--- config.mk ---
export PLATFORM = sky130hd
export DESIGN_NAME = cwrc_top
export DESIGN_NICKNAME = d
export VERILOG_FILES = /design/src/cwrc_pkg.sv /design/src/cwrc_pin_filter.sv /design/src/cwrc_powerup_timer.sv /design/src/cwrc_top.sv
export SDC_FILE = /design/constraint.sdc
export NUM_CORES = 1
export LEC_CHECK = 0
export BUFFER_PORTS_ARGS = -buffer_cell sky130_fd_sc_hd__buf_4
export CAP_MARGIN = 0
export CORE_MARGIN = 2
export CORE_UTILIZATION = 55
export DETAILED_ROUTE_END_ITERATION = 10
export PLACE_DENSITY = 0.83
export RECOVER_POWER = 100
export SYNTH_ARGS = -nofsm -noshare
export SYNTH_HDL_FRONTEND = slang
export SYNTH_SLANG_ARGS = --single-unit
--- constraint.sdc ---
create_clock -name clk_sys_i -period 6.6 [get_ports clk_sys_i]
set_input_delay 0.33 -clock clk_sys_i [delete_from_list [all_inputs] [get_ports clk_sys_i]]
set_output_delay 0.33 -clock clk_sys_i [all_outputs]
set_load 0.01 [all_outputs]
--- src/cwrc_pkg.sv ---
// Functional notes
// - Program protection on when config bit 6 is 0.
// - Bit 5 high: pin resets; low: digital input, no pin reset.
// - Power-up timer on when config bit 4 is 0.
// - Bit 3 high: watchdog on; low: software bit decides.
// - Three-bit oscillator select picks one of eight sources.
// - Brown-out enable never enables the power-up timer.
// - Data protection off erases all data memory.
// - Program protection off erases all program memory.
// - Pin reset in internal or RC modes stops the internal oscillator.
// - Six causes: power-on, watchdog run/sleep, pin run/sleep, brown-out.
// - Retained registers unknown after power-on, kept through other resets.
// - Other registers reset on power-on, pin, watchdog, brown-out.
// - Watchdog wake-up from sleep loads no reset values.
// - Timeout and power-down flags encode the reset cause.
// - Short reset pin pulses are ignored.
// - Watchdog reset never drives the reset pin.
// - Pin select low: reset made internally, pin ignored.
// - Pin select high: weak pull-up on the pin.
// - Power-on detector holds reset until supply is adequate.
// - Enabled brown-out holds reset until supply exceeds threshold.
// - Calibration word survives bulk erase.
// - Brown-out select: 11 on, 10 on except sleep, 01 software, 00 off.
// - Enabled power-up timer holds reset after power-on or brown-out.
package cwrc_pkg;
    localparam int unsigned CFG_WIDTH = 16;
    localparam int unsigned CFG_OSC_SEL_LSB = 0;
    localparam int unsigned CFG_WDT_EN_BIT = 3;
    localparam int unsigned CFG_PWRUP_EN_BIT = 4;
    localparam int unsigned CFG_PIN_SEL_BIT = 5;
    localparam int unsigned CFG_PROG_PROT_BIT = 6;
    localparam int unsigned CFG_DATA_PROT_BIT = 7;
    localparam int unsigned CFG_BOR_SEL_LSB = 8;
    localparam logic [CFG_WIDTH-1:0] CFG_UNIMPL_MASK = 16'hF000;
    localparam logic [CFG_WIDTH-1:0] CFG_RESET = 16'hFFFF;
    localparam logic [CFG_WIDTH-1:0] CAL_RESET = 16'h0000;
    localparam logic TO_RESET = 1'h1;
    localparam logic PD_RESET = 1'h1;

    typedef enum logic [2:0] {
        OSC_LP_XTAL = 3'h0,
        OSC_STD_XTAL = 3'h1,
        OSC_HS_XTAL = 3'h2,
        OSC_EXT_CLK = 3'h3,
        OSC_INT_IO = 3'h4,
        OSC_INT_CLOCK_OUTPUT_PIN = 3'h5,
        OSC_RC_IO = 3'h6,
        OSC_RC_CLOCK_OUTPUT_PIN = 3'h7
    } cwrc_osc_t;

    localparam logic [1:0] BOR_SEL_OFF = 2'h0;
    localparam logic [1:0] BOR_SEL_SW = 2'h1;
    localparam logic [1:0] BOR_SEL_RUN = 2'h2;
    localparam logic [1:0] BOR_SEL_ON = 2'h3;

    typedef enum logic [2:0] {
        CAUSE_POR,
        CAUSE_WDT_RUN,
        CAUSE_WDT_SLEEP,
        CAUSE_PIN_RUN,
        CAUSE_PIN_SLEEP,
        CAUSE_BOR
    } cwrc_cause_t;

    localparam int unsigned CLK_FREQ_KHZ = 200000;
    localparam int unsigned PWRUP_DELAY_MS = 64;
    localparam int unsigned PWRUP_DELAY_CYCLES = PWRUP_DELAY_MS * CLK_FREQ_KHZ;
    localparam int unsigned PWRUP_CNT_W = 24;
    localparam int unsigned PIN_FILTER_NS = 100;
    localparam int unsigned PIN_FILTER_CYCLES = (PIN_FILTER_NS * CLK_FREQ_KHZ + 999999) / 1000000;
    localparam int unsigned FILTER_CNT_W = 8;
endpackage

--- src/cwrc_pin_filter.sv ---
module cwrc_pin_filter
    import cwrc_pkg::*;
(
    input wire logic clk_sys_i, // System clock
    input wire logic sys_rst_i, // Synchronous reset, active high
    input wire logic pin_i, // Raw pin level
    output logic sync_o, // Synchronised pin level
    output logic filt_o // Filtered pin level
);
    logic meta_q;
    logic sync_q;
    logic filt_q;
    logic [FILTER_CNT_W-1:0] cnt_q;

    always_ff @(posedge clk_sys_i) begin
        if (sys_rst_i) begin
            meta_q <= 1'h1;
            sync_q <= 1'h1;
        end else begin
            meta_q <= pin_i;
            sync_q <= meta_q;
        end
    end

    // A level change must persist for the full window before it is taken
    always_ff @(posedge clk_sys_i) begin
        if (sys_rst_i) begin
            cnt_q <= '0;
            filt_q <= 1'h1;
        end else if (sync_q == filt_q) begin
            cnt_q <= '0;
        end else if (cnt_q == FILTER_CNT_W'(PIN_FILTER_CYCLES - 1)) begin
            cnt_q <= '0;
            filt_q <= sync_q;
        end else begin
            cnt_q <= cnt_q + FILTER_CNT_W'(1);
        end
    end

    assign sync_o = sync_q;
    assign filt_o = filt_q;
endmodule

--- src/cwrc_powerup_timer.sv ---
module cwrc_powerup_timer
    import cwrc_pkg::*;
#(
    parameter int unsigned DELAY_CYCLES = PWRUP_DELAY_CYCLES
) (
    input wire logic clk_sys_i, // System clock
    input wire logic sys_rst_i, // Synchronous reset, active high
    input wire logic enable_i, // Timer enabled by configuration
    input wire logic hold_i, // Power-on or brown-out reset active
    output logic busy_o // Timer holding the chip in reset
);
    logic [PWRUP_CNT_W-1:0] cnt_q;
    logic busy_q;

    // Reloads while held, so a new brown-out restarts the whole delay
    always_ff @(posedge clk_sys_i) begin
        if (sys_rst_i) begin
            cnt_q <= '0;
            busy_q <= 1'h0;
        end else if (hold_i) begin
            cnt_q <= PWRUP_CNT_W'(DELAY_CYCLES - 1);
            busy_q <= enable_i;
        end else if (busy_q && cnt_q == '0) begin
            busy_q <= 1'h0;
        end else if (busy_q) begin
            cnt_q <= cnt_q - PWRUP_CNT_W'(1);
        end
    end

    assign busy_o = busy_q;
endmodule

--- src/cwrc_top.sv ---
module cwrc_top
    import cwrc_pkg::*;
#(
    parameter int unsigned PWRUP_CYCLES = PWRUP_DELAY_CYCLES
) (
    input wire logic clk_sys_i, // System clock, 200 MHz
    input wire logic sys_rst_i, // Synchronous reset, active high
    input wire logic [CFG_WIDTH-1:0] config_word_i, // Configuration word from fuses
    input wire logic software_watchdog_enable_i, // Software watchdog enable bit
    input wire logic software_brownout_enable_i, // Software brown-out enable bit
    input wire logic external_reset_pin_i, // Shared reset pin, reset when low
    input wire logic por_ready_i, // Power-on detector: supply adequate
    input wire logic brownout_ok_i, // Supply above brown-out threshold
    input wire logic watchdog_timeout_i, // Watchdog expiry pulse
    input wire logic sleep_i, // Core is in sleep
    input wire logic retain_ack_i, // Software marks retained regs valid
    input wire logic cal_write_i, // Load calibration word
    input wire logic [CFG_WIDTH-1:0] cal_data_i, // Calibration word data
    output logic [CFG_WIDTH-1:0] config_word_o, // Configuration word read-back
    output logic program_protect_o, // Program memory protected
    output logic data_protect_o, // Data memory protected
    output logic program_erase_o, // Erase all program memory, pulse
    output logic data_erase_o, // Erase all data memory, pulse
    output logic power_up_delay_en_o, // Power-up delay timer enabled
    output logic watchdog_en_o, // Watchdog running
    output logic brownout_en_o, // Brown-out detection active
    output logic [2:0] osc_select_o, // Selected clock source
    output logic clock_output_pin_en_o, // Clock output driven on its pin
    output logic internal_osc_run_o, // Internal oscillator may run
    output logic reset_pin_pullup_o, // Weak pull-up on reset pin
    output logic reset_pin_oe_o, // Reset pin output enable
    output logic port_pin_three_o, // Pin level as digital input
    output logic chip_reset_o, // Chip reset, active high
    output logic [2:0] reset_cause_o, // Last reset cause
    output logic regs_reset_o, // Load register reset values, pulse
    output logic wake_o, // Watchdog wake-up, pulse
    output logic retained_stale_o, // Retained regs unknown since power-on
    output logic timeout_flag_o, // Timeout status flag
    output logic powerdown_flag_o, // Power-down status flag
    output logic [CFG_WIDTH-1:0] calibration_word_o // Calibration word
);
    logic [CFG_WIDTH-1:0] cfg_q;

    logic pin_sync;
    logic pin_filt;

    logic pin_sel;
    logic pin_assert;

    logic [1:0] bor_sel;
    logic bor_en;

    logic por_act;

    logic bor_act;

    logic wdt_en;

    logic wdt_rst_ev;

    logic wdt_wake_ev;

    logic timer_busy;

    logic reset_src;

    logic rst_entry;

    logic osc_int_or_rc;
    cwrc_osc_t osc_mode;

    cwrc_cause_t cause_d;

    logic chip_reset_q;

    logic [2:0] cause_q;

    logic regs_reset_q;

    logic wake_q;

    logic stale_q;

    logic to_q;
    logic pd_q;

    logic prog_prot_q;
    logic data_prot_q;

    logic prog_erase_q;
    logic data_erase_q;

    logic pwrup_en_q;

    logic wdt_en_q;

    logic bor_en_q;

    logic [2:0] osc_q;

    logic clock_output_pin_q;

    logic int_osc_run_q;

    logic pullup_q;

    logic pin_oe_q;

    logic port_pin_q;

    logic [CFG_WIDTH-1:0] cal_q;

    cwrc_pin_filter u_pin_filter (
        .clk_sys_i(clk_sys_i),
        .sys_rst_i(sys_rst_i),
        .pin_i(external_reset_pin_i),
        .sync_o(pin_sync),
        .filt_o(pin_filt)
    );

    cwrc_powerup_timer #(
        .DELAY_CYCLES(PWRUP_CYCLES)
    ) u_powerup_timer (
        .clk_sys_i(clk_sys_i),
        .sys_rst_i(sys_rst_i),
        .enable_i(!cfg_q[CFG_PWRUP_EN_BIT]),
        .hold_i(por_act || bor_act),
        .busy_o(timer_busy)
    );

    // Configuration word is read-only; sampled every cycle
    always_ff @(posedge clk_sys_i) begin
        if (sys_rst_i) begin
            cfg_q <= CFG_RESET;
        end else begin
            cfg_q <= config_word_i;
        end
    end

    always_comb begin
        pin_sel = cfg_q[CFG_PIN_SEL_BIT];
        pin_assert = pin_sel && !pin_filt;
        bor_sel = cfg_q[CFG_BOR_SEL_LSB +: 2];
        case (bor_sel)
            BOR_SEL_ON: bor_en = 1'h1;
            BOR_SEL_RUN: bor_en = !sleep_i;
            BOR_SEL_SW: bor_en = software_brownout_enable_i;
            default: bor_en = 1'h0;
        endcase
        por_act = !por_ready_i;
        bor_act = bor_en && !brownout_ok_i;
        wdt_en = cfg_q[CFG_WDT_EN_BIT] || software_watchdog_enable_i;
        wdt_rst_ev = wdt_en && watchdog_timeout_i && !sleep_i;
        wdt_wake_ev = wdt_en && watchdog_timeout_i && sleep_i;
        reset_src = por_act || bor_act || pin_assert || timer_busy || wdt_rst_ev;
        rst_entry = reset_src && !chip_reset_q;
        osc_mode = cwrc_osc_t'(cfg_q[CFG_OSC_SEL_LSB +: 3]);
        osc_int_or_rc = cfg_q[CFG_OSC_SEL_LSB + 2]; // Modes 100 to 111
        if (por_act) begin
            cause_d = CAUSE_POR;
        end else if (bor_act) begin
            cause_d = CAUSE_BOR;
        end else if (wdt_rst_ev) begin
            cause_d = CAUSE_WDT_RUN;
        end else if (pin_assert && sleep_i) begin
            cause_d = CAUSE_PIN_SLEEP;
        end else begin
            cause_d = CAUSE_PIN_RUN;
        end
    end

    // Release follows the registered source, so it is always clock aligned
    always_ff @(posedge clk_sys_i) begin
        if (sys_rst_i) begin
            chip_reset_q <= 1'h1;
            cause_q <= CAUSE_POR;
            regs_reset_q <= 1'h1;
        end else begin
            chip_reset_q <= reset_src;
            regs_reset_q <= rst_entry;
            if (rst_entry || por_act) begin
                cause_q <= cause_d;
            end
        end
    end

    always_ff @(posedge clk_sys_i) begin
        if (sys_rst_i) begin
            wake_q <= 1'h0;
        end else begin
            wake_q <= wdt_wake_ev && !reset_src;
        end
    end

    always_ff @(posedge clk_sys_i) begin
        if (sys_rst_i) begin
            stale_q <= 1'h1;
        end else if (por_act) begin
            stale_q <= 1'h1;
        end else if (retain_ack_i) begin
            stale_q <= 1'h0;
        end
    end

    // Status flags per cause; pin reset in run leaves both unchanged
    always_ff @(posedge clk_sys_i) begin
        if (sys_rst_i) begin
            to_q <= TO_RESET;
            pd_q <= PD_RESET;
        end else if (rst_entry) begin
            case (cause_d)
                CAUSE_POR, CAUSE_BOR: begin
                    to_q <= 1'h1;
                    pd_q <= 1'h1;
                end
                CAUSE_WDT_RUN: to_q <= 1'h0;
                CAUSE_PIN_SLEEP: begin
                    to_q <= 1'h1;
                    pd_q <= 1'h0;
                end
                default: ;
            endcase
        end else if (wdt_wake_ev) begin
            to_q <= 1'h0;
            pd_q <= 1'h0;
        end
    end

    // Protection change from on to off triggers a full erase
    always_ff @(posedge clk_sys_i) begin
        if (sys_rst_i) begin
            prog_prot_q <= !CFG_RESET[CFG_PROG_PROT_BIT];
            data_prot_q <= !CFG_RESET[CFG_DATA_PROT_BIT];
            prog_erase_q <= 1'h0;
            data_erase_q <= 1'h0;
        end else begin
            prog_prot_q <= !cfg_q[CFG_PROG_PROT_BIT];
            data_prot_q <= !cfg_q[CFG_DATA_PROT_BIT];
            prog_erase_q <= prog_prot_q && cfg_q[CFG_PROG_PROT_BIT];
            data_erase_q <= data_prot_q && cfg_q[CFG_DATA_PROT_BIT];
        end
    end

    always_ff @(posedge clk_sys_i) begin
        if (sys_rst_i) begin
            pwrup_en_q <= 1'h0;
            wdt_en_q <= 1'h0;
            bor_en_q <= 1'h0;
        end else begin
            pwrup_en_q <= !cfg_q[CFG_PWRUP_EN_BIT];
            wdt_en_q <= wdt_en;
            bor_en_q <= bor_en;
        end
    end

    always_ff @(posedge clk_sys_i) begin
        if (sys_rst_i) begin
            osc_q <= CFG_RESET[CFG_OSC_SEL_LSB +: 3];
            clock_output_pin_q <= 1'h1;
            int_osc_run_q <= 1'h1;
        end else begin
            osc_q <= osc_mode;
            clock_output_pin_q <= (osc_mode == OSC_RC_CLOCK_OUTPUT_PIN) || (osc_mode == OSC_INT_CLOCK_OUTPUT_PIN);
            int_osc_run_q <= !(pin_assert && osc_int_or_rc);
        end
    end

    // The pin is input only: no reset source ever drives it
    always_ff @(posedge clk_sys_i) begin
        if (sys_rst_i) begin
            pullup_q <= 1'h0;
            pin_oe_q <= 1'h0;
            port_pin_q <= 1'h1;
        end else begin
            pullup_q <= pin_sel;
            pin_oe_q <= 1'h0;
            port_pin_q <= pin_sync;
        end
    end

    // No erase path reaches the calibration word
    always_ff @(posedge clk_sys_i) begin
        if (sys_rst_i) begin
            cal_q <= CAL_RESET;
        end else if (cal_write_i) begin
            cal_q <= cal_data_i;
        end
    end

    assign config_word_o = cfg_q | CFG_UNIMPL_MASK;
    assign program_protect_o = prog_prot_q;
    assign data_protect_o = data_prot_q;
    assign program_erase_o = prog_erase_q;
    assign data_erase_o = data_erase_q;
    assign power_up_delay_en_o = pwrup_en_q;
    assign watchdog_en_o = wdt_en_q;
    assign brownout_en_o = bor_en_q;
    assign osc_select_o = osc_q;
    assign clock_output_pin_en_o = clock_output_pin_q;
    assign internal_osc_run_o = int_osc_run_q;
    assign reset_pin_pullup_o = pullup_q;
    assign reset_pin_oe_o = pin_oe_q;
    assign port_pin_three_o = port_pin_q;
    assign chip_reset_o = chip_reset_q;
    assign reset_cause_o = cause_q;
    assign regs_reset_o = regs_reset_q;
    assign wake_o = wake_q;
    assign retained_stale_o = stale_q;
    assign timeout_flag_o = to_q;
    assign powerdown_flag_o = pd_q;
    assign calibration_word_o = cal_q;
endmodule

==> results of run 1 <==
==> worst paths after layout <==
check             slack (ns)                  end
hold / removal          0.14             cfg_q[7]
hold reg to reg         0.42  u_pin_filter.sync_o
setup / recovery        3.37      program_erase_o
setup reg to reg        3.72         regs_reset_o
==> per-stage QoR <==
stage | utilization [%] | hold slack, ns | instances
3_3_place_gp | 67.8 | 0.391 | 542
6_report | 67.4 | 0.144 | 558
3_5_place_dp | 67.8 | 0.397 | 542
5_1_grt | 67.4 | 0.134 | 558
4_1_cts | 70.6 | 0.133 | 558
2_1_floorplan | - | 0.389 | 402
==> metal layers <==
layer / up-vias / routed length (um)
li1: 1597 / -
met1: 1535 / 3620
met2: 125 / 4100
met3: 9 / 678
met4: 0 / 108
met5: - / 0
==> layout make-up <==
class                      count  area (um^2)
tap                           77         96.3
sequential                    87         1740
fill                         558         2090
timing repair buffer          91          484
inverter                      14         52.6
multi-input combinational    273         1770
clock inverter                 7         58.8
clock buffer                   9          124
==> cell usage in the layout, fill, tap and decap left out, types with 11 or more instances in the layout <==
| master | count |
|---|---|
| inv_1 | 13 |
| mux2i_1 | 24 |
| clkbuf_1 | 53 |
| nand2_1 | 18 |
| dfxtp_1 | 87 |
| buf_4 | 38 |
| nor4_1 | 15 |
| or4_1 | 11 |
| or2_2 | 22 |
| nor2_1 | 44 |
==> power by group through the flow <==
stage | Combinational, mW | Clock [mW] | Sequential [mW]
floorplan | 0.0682 | 0 | 0.584
global placement | 0.126 | 0 | 0.580
detailed placement | 0.130 | 0 | 0.581
CTS | 0.130 | 0.350 | 0.569
global route | 0.131 | 0.373 | 0.572
finish | 0.118 | 0.343 | 0.569
==> cell families after synthesis <==
family | Yosys count
compound gates | 66
other cells | 2
flops | 87
xor+xnor | 7
fa+ha+maj | 3
buf+inv | 42
simple gates | 168
mux | 24
==> sequential cells by signal, indices dropped and copies added, names as in the netlist, 3 cells and up <==
name                   flops
calibration_word_o        16
cfg_q                     12
osc_select_o               3
reset_cause_o              3
u_pin_filter.cnt_q         8
u_powerup_timer.cnt_q     24
==> impl_metrics.env, run 1 <==
export IMPL_cp_required_ns=6.85
export IMPL_seqPwrFrac_pct=55.2
export IMPL_chipHeight_um=85.8
export IMPL_fmax_mhz=310
export IMPL_cts_made_buffers=9
export IMPL_skew_ns=0.0118
export IMPL_routed_via_density=5.85
export IMPL_coreArea_mm2=0.00642
export IMPL_netlist_cell_type_count=46
export IMPL_cts_setup_buffers=0
export IMPL_p_int_uw=742
export IMPL_max_cap_violations=2
export IMPL_cp_start_kind="primary input"
export IMPL_grt_util_met2_pct=38.1
export IMPL_routabilityCongestion=0.868
export IMPL_synth_top_area_cell="dfxtp_1"
export IMPL_cts_resized=0
export IMPL_gr_total_overflow=0
export IMPL_ff2ff_path_depth=4
export IMPL_drtIter0Drc=266
export IMPL_use_met3_pct=7.31
export IMPL_power_mw=1.03
export IMPL_period_share_pct=48.9
export IMPL_seq_area_frac_synth_pct=47.4
export IMPL_die_area_mm2=0.00735
export IMPL_yosys_area_share_simple_pct=24.8
export IMPL_leakagePower_nw=1.67
export IMPL_synthAdderAreaFrac_pct=1.02
export IMPL_drc_errors=2
export IMPL_synth_edf_count=0
export IMPL_r2r_start="cfg_q[8]"
export IMPL_synth_seq_cells=87
export IMPL_clkSinkCount=87
export IMPL_p_per_area_mw_per_mm2=238
export IMPL_layout_nets=522
export IMPL_p_clk_share_pct=33.3
export IMPL_drv_slew=83
export IMPL_critical_path_cell_chain="clkbuf_1, clkinv_1, and3_1"
export IMPL_use_met1_pct=29.6
export IMPL_ir_drop_v=0.000157
export IMPL_cp_num_cells=3
export IMPL_slowest_delay_ns=1.75
export IMPL_crit_type="in2reg"
export IMPL_cp_end_kind="flip-flop"
export IMPL_grt_pass1_wl_um=14000
export IMPL_busiest_layer="met2"
export IMPL_hold_viol=0
export IMPL_synth_top_family_by_area="simple AND/OR/NAND/NOR gates"
export IMPL_fp_dieW_um=85.8
export IMPL_async_flop_share_pct=0
export IMPL_min_from="config_word_i[7]"
export IMPL_place_area_mm2=0.00435
export IMPL_syn_area_mm2=0.00368
export IMPL_wl_per_cell_um=15.2
export IMPL_vias=3266
export IMPL_ys_top_cells_by_count="dfxtp_1, nor2_1, mux2i_1, or2_2, clkbuf_1"
export IMPL_crit_buf_inv=2
export IMPL_cp_max_fo=62
export IMPL_relSlewSlack_pct=-67.6
export IMPL_syn_instance_count=399
export IMPL_setup_slack_ns=3.37
export IMPL_post_place_ws_ns=4.07
export IMPL_postLayoutCellArea_mm2=0.00433
export IMPL_p_switching_uw=289
export IMPL_areaGrowthSynthToFinish_pct=17.8
export IMPL_placementRows=29
export IMPL_clock_latency_ns=0.36
export IMPL_track_usage_pct=23.7
export IMPL_yosys_warnings=0
export IMPL_worst_slew_pin_transition_ns=2.51
export IMPL_grt_antenna_before_repair=0
export IMPL_routed_wl_um=8510
export IMPL_grt_pass1_vias=2963
export IMPL_diodes=0
export IMPL_synth_xor_area_share_pct=1.67
export IMPL_grt_max_degree=63
export IMPL_drt_pass1_iterations=9
export IMPL_path_clk_slew_ns=0.09
export IMPL_arrival_ns=3.48
export IMPL_cp_top_family="buffers and inverters"
export IMPL_synth_top_area_share_pct=47.4
export IMPL_setup_tns_ns=0
export IMPL_min_path_cells=2
export IMPL_rsz0062_at_grt="no"
export IMPL_slowest_stage="clkbuf_1"
export IMPL_cts_root_buf="clkbuf_8"
export IMPL_portBuffers=89
export IMPL_start_util_pct=57.2
export IMPL_htree_levels=3
export IMPL_postRouteAntennaNets=0
export IMPL_clock_path_buffers=2
export IMPL_hp_class="in2reg"
export IMPL_hpwl_um=6010
export IMPL_startpoint="sys_rst_i"
export IMPL_synth_most_common_cell="dfxtp_1"
export IMPL_post_synth_cell_area_avg_um2=9.21
export IMPL_violations="DRC, capacitance limit, slew limit"
export IMPL_p_sw_share_pct=28.0
export IMPL_synthTopCellsByArea="dfxtp_1, mux2i_1, nor2_1"
export IMPL_cts_hold_buf=0
export IMPL_drive_gt1_share_pct=16.2
export IMPL_synthFlopType="dfxtp_1"
export IMPL_min_period_ns=3.23
export IMPL_finalSetupViolations=0
export IMPL_synthMuxAreaShare_pct=6.54
export IMPL_synth_compound_area_share_pct=13.5
export IMPL_p_comb_share_pct=11.5
export IMPL_status="finished, violations left"
export IMPL_top_level_ports=99
export IMPL_cts_tree="done"
No activity file was read; power rests on OpenSTA's default activity.
==> run 2: changes to the inputs <==
--- a/config.mk
+++ b/config.mk
@@ -8,9 +8,9 @@
 export BUFFER_PORTS_ARGS = -buffer_cell sky130_fd_sc_hd__buf_4
 export CAP_MARGIN = 0
 export CORE_MARGIN = 2
-export CORE_UTILIZATION = 55
+export CORE_UTILIZATION = 52
 export DETAILED_ROUTE_END_ITERATION = 10
-export PLACE_DENSITY = 0.83
+export PLACE_DENSITY = 0.79
 export RECOVER_POWER = 100
 export SYNTH_ARGS = -nofsm -noshare
 export SYNTH_HDL_FRONTEND = slang
==> constraint.sdc (replaced) <==
create_clock -name clk_sys_i -period 3 [get_ports clk_sys_i]
set_input_delay 0.15 -clock clk_sys_i [delete_from_list [all_inputs] [get_ports clk_sys_i]]
set_output_delay 0.15 -clock clk_sys_i [all_outputs]
set_load 0.01 [all_outputs]
==> run 2 against run 1 <==
Effect of this change:
- the run now ends clean
- total power rose by 120%
- cell area rose by 4.4%
- clock skew fell by 0.0036 ns
- clock power rose by 120%
- count of clock-buffer cells in the layout rose by 1
- combinational power rose by 140%
- largest power group unchanged
==> impl_metrics.env, run 2 (synthesized netlist as in run 1, its figures left out) <==
export IMPL_status="complete, no violations"
export IMPL_holdWs_ns=0.0160
export IMPL_die_area_mm2=0.00776
export IMPL_drt_pass1_iterations=4
export IMPL_p_clk_share_pct=33.4
export IMPL_startpoint="u_powerup_timer.cnt_q[0]"
export IMPL_cts_hold_buf=14
export IMPL_clock_path_buffers=2
export IMPL_fmax_mhz=408
export IMPL_critical_path_cell_chain="inv_1, ha_1, nor4b_1, nand3_1, clkbuf_1, nor3_1, a311oi_1"
export IMPL_mostFrequentLayoutCells="dfxtp_1, clkbuf_1, nor2_1"
export IMPL_multiInputGateArea_mm2=0.00177
export IMPL_slowest_stage="nor4b_1"
export IMPL_fp_dieW_um=88.1
export IMPL_cp_end_kind="flip-flop"
export IMPL_diodes=0
export IMPL_slowest_delay_ns=0.56
export IMPL_p_comb_share_pct=12.2
export IMPL_postLayoutCellArea_mm2=0.00452
export IMPL_drtIter0Drc=175
export IMPL_crit_type="reg2reg"
export IMPL_cts_resized=0
export IMPL_worst_slew_pin_transition_ns=0.941
export IMPL_p_per_area_mw_per_mm2=509
export IMPL_drv_slew=0
export IMPL_leakagePower_nw=1.74
export IMPL_clkSinkCount=87
export IMPL_seqCellArea_mm2=0.00174
export IMPL_max_cap_violations=0
export IMPL_drive_gt1_share_pct=16.0
export IMPL_min_path_cells=3
export IMPL_largest_reg_flops=24
export IMPL_htree_levels=3
export IMPL_rsz0062_at_grt="no"
export IMPL_drc_errors=0
export IMPL_routed_via_density=5.55
export IMPL_p_sw_share_pct=28.2
export IMPL_cp_required_ns=3.21
export IMPL_crit_buf_inv=2
export IMPL_coreArea_mm2=0.00683
export IMPL_grt_pass1_wl_um=14600
export IMPL_top_level_ports=99
export IMPL_largest_register="u_powerup_timer.cnt_q"
export IMPL_cts_made_buffers=9
export IMPL_r2r_setup_slack_ns=0.55
export IMPL_cts_tree="done"
export IMPL_routabilityCongestion=0.816
export IMPL_hp_class="in2reg"
export IMPL_setup_tns_ns=0
export IMPL_path_clk_slew_ns=0.10
export IMPL_place_area_mm2=0.00440
export IMPL_placed_cells=565
export IMPL_r2r_start="u_powerup_timer.cnt_q[0]"
export IMPL_ir_drop_v=0.000341
export IMPL_postRouteAntennaNets=0
export IMPL_chipHeight_um=88.1
export IMPL_p_int_mw=1.65
export IMPL_layout_nets=540
export IMPL_final_cell_count_no_fill=595
export IMPL_areaGrowthSynthToFinish_pct=22.9
export IMPL_vias=3303
export IMPL_grt_max_degree=63
export IMPL_r2r_end="u_powerup_timer.cnt_q[8]"
export IMPL_wl_per_cell_um=15.0
export IMPL_grt_antenna_before_repair=0
export IMPL_layout_commonest_cell="dfxtp_1"
export IMPL_hpwl_um=6160
export IMPL_hold_viol=0
export IMPL_cp_top_family="simple AND/OR/NAND/NOR gates"
export IMPL_cp_start_kind="flip-flop"
export IMPL_relSlewSlack_pct=37.2
export IMPL_cp_max_fo=14
export IMPL_routed_wl_um=8920
export IMPL_min_period_ns=2.45
export IMPL_period_share_pct=81.7
export IMPL_placementRows=30
export IMPL_skew_ns=0.00826
export IMPL_p_switching_uw=648
export IMPL_min_from="software_watchdog_enable_i"
export IMPL_finalSetupViolations=0
export IMPL_arrival_ns=2.66
export IMPL_worstHoldEndpoint="watchdog_en_o"
export IMPL_track_usage_pct=23.8
export IMPL_portBuffers=89
export IMPL_grt_pass1_vias=3111
export IMPL_gr_total_overflow=0
export IMPL_start_util_pct=53.8
export IMPL_power_mw=2.30
export IMPL_fill_cells=618
export IMPL_seqPwrFrac_pct=54.5
export IMPL_clock_latency_ns=0.35
export IMPL_cts_setup_buffers=0
export IMPL_ff2ff_path_depth=7
export IMPL_cts_root_buf="clkbuf_8"
==> run 2: final cells by class <==
type / count / share of cell area, %
clock buffer: 10 / 2.82
inverter: 14 / 1.16
multi-input combinational: 273 / 39.2
tap: 96 / 2.66
sequential: 87 / 38.5
clock inverter: 6 / 1.19
timing repair buffer: 109 / 14.4
==> run 2: how the worst max path moves through the flow <==
| stage | to | slack (ns) | cells after the start |
|---|---|---|---|
| floorplan | u_powerup_timer.cnt_q[16] | 0.80 | 6 |
| global placement | u_powerup_timer.cnt_q[23] | 0.75 | 4 |
| detailed placement | u_powerup_timer.cnt_q[23] | 0.69 | 4 |
| CTS | u_powerup_timer.cnt_q[23] | 0.70 | 4 |
| global route | u_powerup_timer.cnt_q[2] | 0.27 | 7 |
| finish | u_powerup_timer.cnt_q[8] | 0.55 | 7 |
==> run 2: per-stage QoR <==
stage / util, % / setup slack, ns
after floorplan: - / 0.804
after global placement: 64.4 / 0.752
after detailed placement: 64.4 / 0.693
after CTS: 69.1 / 0.699
after global routing: 66.1 / 0.271
final: 66.1 / 0.548
==> run 2: worst register-to-register path: cells and delay by family (launching register included) <==
kind	cells	cell delay (ns)
and+or+nand+nor	3	1.19
buffers and inverters	2	0.44
DFF	1	0.36
adders and majority gates	1	0.17
AOI/OAI and AO/OA	1	0.17
==> run 2: power by group through the flow <==
stage / Clock, mW / Sequential, mW / Combinational, mW
floorplan: 0 / 1.29 / 0.150
global placement: 0 / 1.28 / 0.284
detailed placement: 0 / 1.28 / 0.291
CTS: 0.777 / 1.25 / 0.307
global route: 0.820 / 1.26 / 0.309
finish: 0.766 / 1.25 / 0.279
==> run 2: routing by layer <==
layer  part of all wire [%]  vias up  global-route usage (%)
met5                      0        -                       0
met2                     48      112                    38.5
met3                    6.7       16                    7.07
met4                    1.9        0                    8.54
li1                       -     1631                       -
met1                     43     1544                    30.2
==> run 3: changes to the inputs <==
--- a/config.mk
+++ b/config.mk
@@ -5,12 +5,13 @@
 export SDC_FILE = /design/constraint.sdc
 export NUM_CORES = 1
 export LEC_CHECK = 0
+export ABC_AREA = 1
 export BUFFER_PORTS_ARGS = -buffer_cell sky130_fd_sc_hd__buf_4
 export CAP_MARGIN = 0
 export CORE_MARGIN = 2
-export CORE_UTILIZATION = 52
+export CORE_UTILIZATION = 47
 export DETAILED_ROUTE_END_ITERATION = 10
-export PLACE_DENSITY = 0.79
+export PLACE_DENSITY = 0.75
 export RECOVER_POWER = 100
 export SYNTH_ARGS = -nofsm -noshare
 export SYNTH_HDL_FRONTEND = slang
==> constraint.sdc (replaced) <==
create_clock -name clk_sys_i -period 2.2 [get_ports clk_sys_i]
set_input_delay 0.11 -clock clk_sys_i [delete_from_list [all_inputs] [get_ports clk_sys_i]]
set_output_delay 0.11 -clock clk_sys_i [all_outputs]
set_load 0.01 [all_outputs]
==> run 3 against run 2 <==
Effect of this change:
- die area grew 13%
- total power grew 45%
- setup slack lost 0.18 ns
- sequential power grew 37%
- hold slack gained 0.029 ns
- first-iteration DRC count shrank 17%
- combinational power grew 70%
==> impl_metrics.env, run 3 <==
export IMPL_worst_slew_pin_transition_ns=0.499
export IMPL_largest_reg_flops=24
export IMPL_areaGrowthSynthToFinish_pct=27.0
export IMPL_hpwl_um=6290
export IMPL_placementRows=32
export IMPL_fmax_mhz=546
export IMPL_cts_made_buffers=9
export IMPL_drc_errors=0
export IMPL_setup_tns_ns=0
export IMPL_wl_per_cell_um=12.7
export IMPL_synth_seq_cells=87
export IMPL_routed_wl_um=9380
export IMPL_synth_edf_count=0
export IMPL_crit_type="reg2reg"
export IMPL_postRouteAntennaNets=0
export IMPL_routabilityCongestion=0.954
export IMPL_cp_end_kind="flip-flop"
export IMPL_drtIter0Drc=146
export IMPL_max_cap_violations=0
export IMPL_fin_util_pct=62.0
export IMPL_grt_antenna_before_repair=0
export IMPL_rsz0062_at_grt="no"
export IMPL_synthFlopType="dfxtp_1"
export IMPL_seqCellArea_mm2=0.00174
export IMPL_async_flop_share_pct=0
export IMPL_drv_slew=0
export IMPL_finalSetupViolations=0
export IMPL_fill_cells=722
export IMPL_p_sw_share_pct=26.7
export IMPL_synthTopCellsByArea="dfxtp_1, nand2_1, nor2_1"
export IMPL_grt_max_degree=34
export IMPL_relSlewSlack_pct=66.7
export IMPL_post_synth_cell_area_avg_um2=7.36
export IMPL_synth_top_area_share_pct=45.9
export IMPL_cts_root_buf="clkbuf_8"
export IMPL_period_share_pct=83.2
export IMPL_seqPwrFrac_pct=51.5
export IMPL_holdWs_ns=0.0448
export IMPL_cts_resized=0
export IMPL_drive_gt1_share_pct=13.6
export IMPL_p_clk_share_pct=34.3
export IMPL_seq_area_frac_synth_pct=45.9
export IMPL_cp_required_ns=2.43
export IMPL_cp_max_fo=19
export IMPL_start_util_pct=48.8
export IMPL_multiInputGateArea_mm2=0.00173
export IMPL_gr_total_overflow=0
export IMPL_htree_levels=3
export IMPL_routed_via_density=4.91
export IMPL_cts_tree="done"
export IMPL_vias=3636
export IMPL_clock_path_buffers=2
export IMPL_hold_viol=0
export IMPL_p_per_area_mw_per_mm2=691
export IMPL_power_mw=3.33
export IMPL_largest_register="u_powerup_timer.cnt_q"
export IMPL_coreArea_mm2=0.00777
export IMPL_grt_pass1_vias=3619
export IMPL_drt_pass1_iterations=4
export IMPL_die_area_mm2=0.00880
export IMPL_p_comb_share_pct=14.2
export IMPL_fp_dieW_um=93.8
export IMPL_layout_nets=680
export IMPL_portBuffers=89
export IMPL_netlist_cell_type_count=38
export IMPL_chipHeight_um=93.8
export IMPL_skew_ns=0.0107
export IMPL_ys_top_cells_by_count="nand2_1, nor2_1, dfxtp_1, inv_1, nand3_1"
export IMPL_grt_pass1_wl_um=16500
export IMPL_top_level_ports=99
export IMPL_path_clk_slew_ns=0.09
export IMPL_synth_most_common_cell="nand2_1"
export IMPL_min_period_ns=1.83
export IMPL_clkSinkCount=87
export IMPL_p_int_mw=2.44
export IMPL_synth_top_area_cell="dfxtp_1"
export IMPL_arrival_ns=2.06
export IMPL_ir_drop_v=0.000474
export IMPL_mostFrequentLayoutCells="nand2_1, nor2_1, dfxtp_1"
export IMPL_leakagePower_nw=2.10
export IMPL_p_switching_uw=890
export IMPL_track_usage_pct=23.5
export IMPL_status="complete, no violations"
export IMPL_clock_latency_ns=0.35
export IMPL_hp_class="in2reg"
export IMPL_yosys_warnings=0
export IMPL_cp_start_kind="flip-flop"
export IMPL_layout_commonest_cell="nand2_1"
export IMPL_syn_area_mm2=0.00379
export IMPL_syn_instance_count=515
## run 3: area by class of cell
type / count / area share [%]
clock inverters: 4 / 1.12
repair buffers: 123 / 16.7
multi-input cells: 361 / 35.9
well taps: 102 / 2.65
inverters: 52 / 4.23
diodes: 1 / 0.0519
clock buffers: 11 / 3.14
flip-flops and latches: 87 / 36.2
## run 3: worst max-delay path, stage by stage (launching register included)
cell	delay [ns]
dfxtp_1	0.36
o21ai_0	0.12
nand2_1	0.09
nand2_2	0.09
nand2_1	0.21
clkinv_2	0.30
nand2_4	0.24
clkinv_4	0.09
a21oi_1	0.14
nor2_1	0.06
## run 3: per-stage QoR
step,cells,instance area (um^2),setup WS [ns]
final,741,4820,0.370
after global routing,740,4810,0.121
after CTS,740,5020,0.445
after detailed placement,694,4500,0.457
after global placement,694,4500,0.491
after floorplan,518,3800,0.767
## run 3: kinds of logic after synthesis
group / share of synthesized area (%)
AOI/OAI and AO/OA: 8.28
xor gates and xnor gates: 2.54
DFF: 45.9
adders and majority gates: 0.990
buffers and inverters: 8.51
other: 0.198
and+or+nand+nor: 33.6
## run 3: path summary, 6_finish.rpt
check             slack [ns]  cells past startpoint           startpoint                       end
setup / recovery        0.37                      9             cfg_q[9]  u_powerup_timer.cnt_q[4]
hold / removal          0.04                      3   watchdog_timeout_i                    wake_o
setup reg to reg        0.37                      9             cfg_q[9]  u_powerup_timer.cnt_q[4]
hold reg to reg         0.41                      1  u_pin_filter.meta_q       u_pin_filter.sync_o
## run 3: timing repair
action	4_1_cts	5_1_grt
buffers inserted	0	0
hold buffers	31	0
endpoints found under the hold margin	31	0
## run 3: power groups by stage
stage,clock network [mW],registers (mW),logic [mW]
3_5_place_dp,0,1.75,0.469
4_1_cts,1.17,1.71,0.514
3_3_place_gp,0,1.75,0.461
2_1_floorplan,0,1.76,0.265
6_report,1.14,1.71,0.474
5_1_grt,1.25,1.72,0.535
## run 3: layer usage
metal / vias to the layer above / global-route usage, % / part of all wire, %
met5: - / 0 / 0
met4: 0 / 6.64 / 1.8
met3: 16 / 8.83 / 8.1
met2: 113 / 39.4 / 47
met1: 1641 / 28.0 / 43
li1: 1866 / - / -
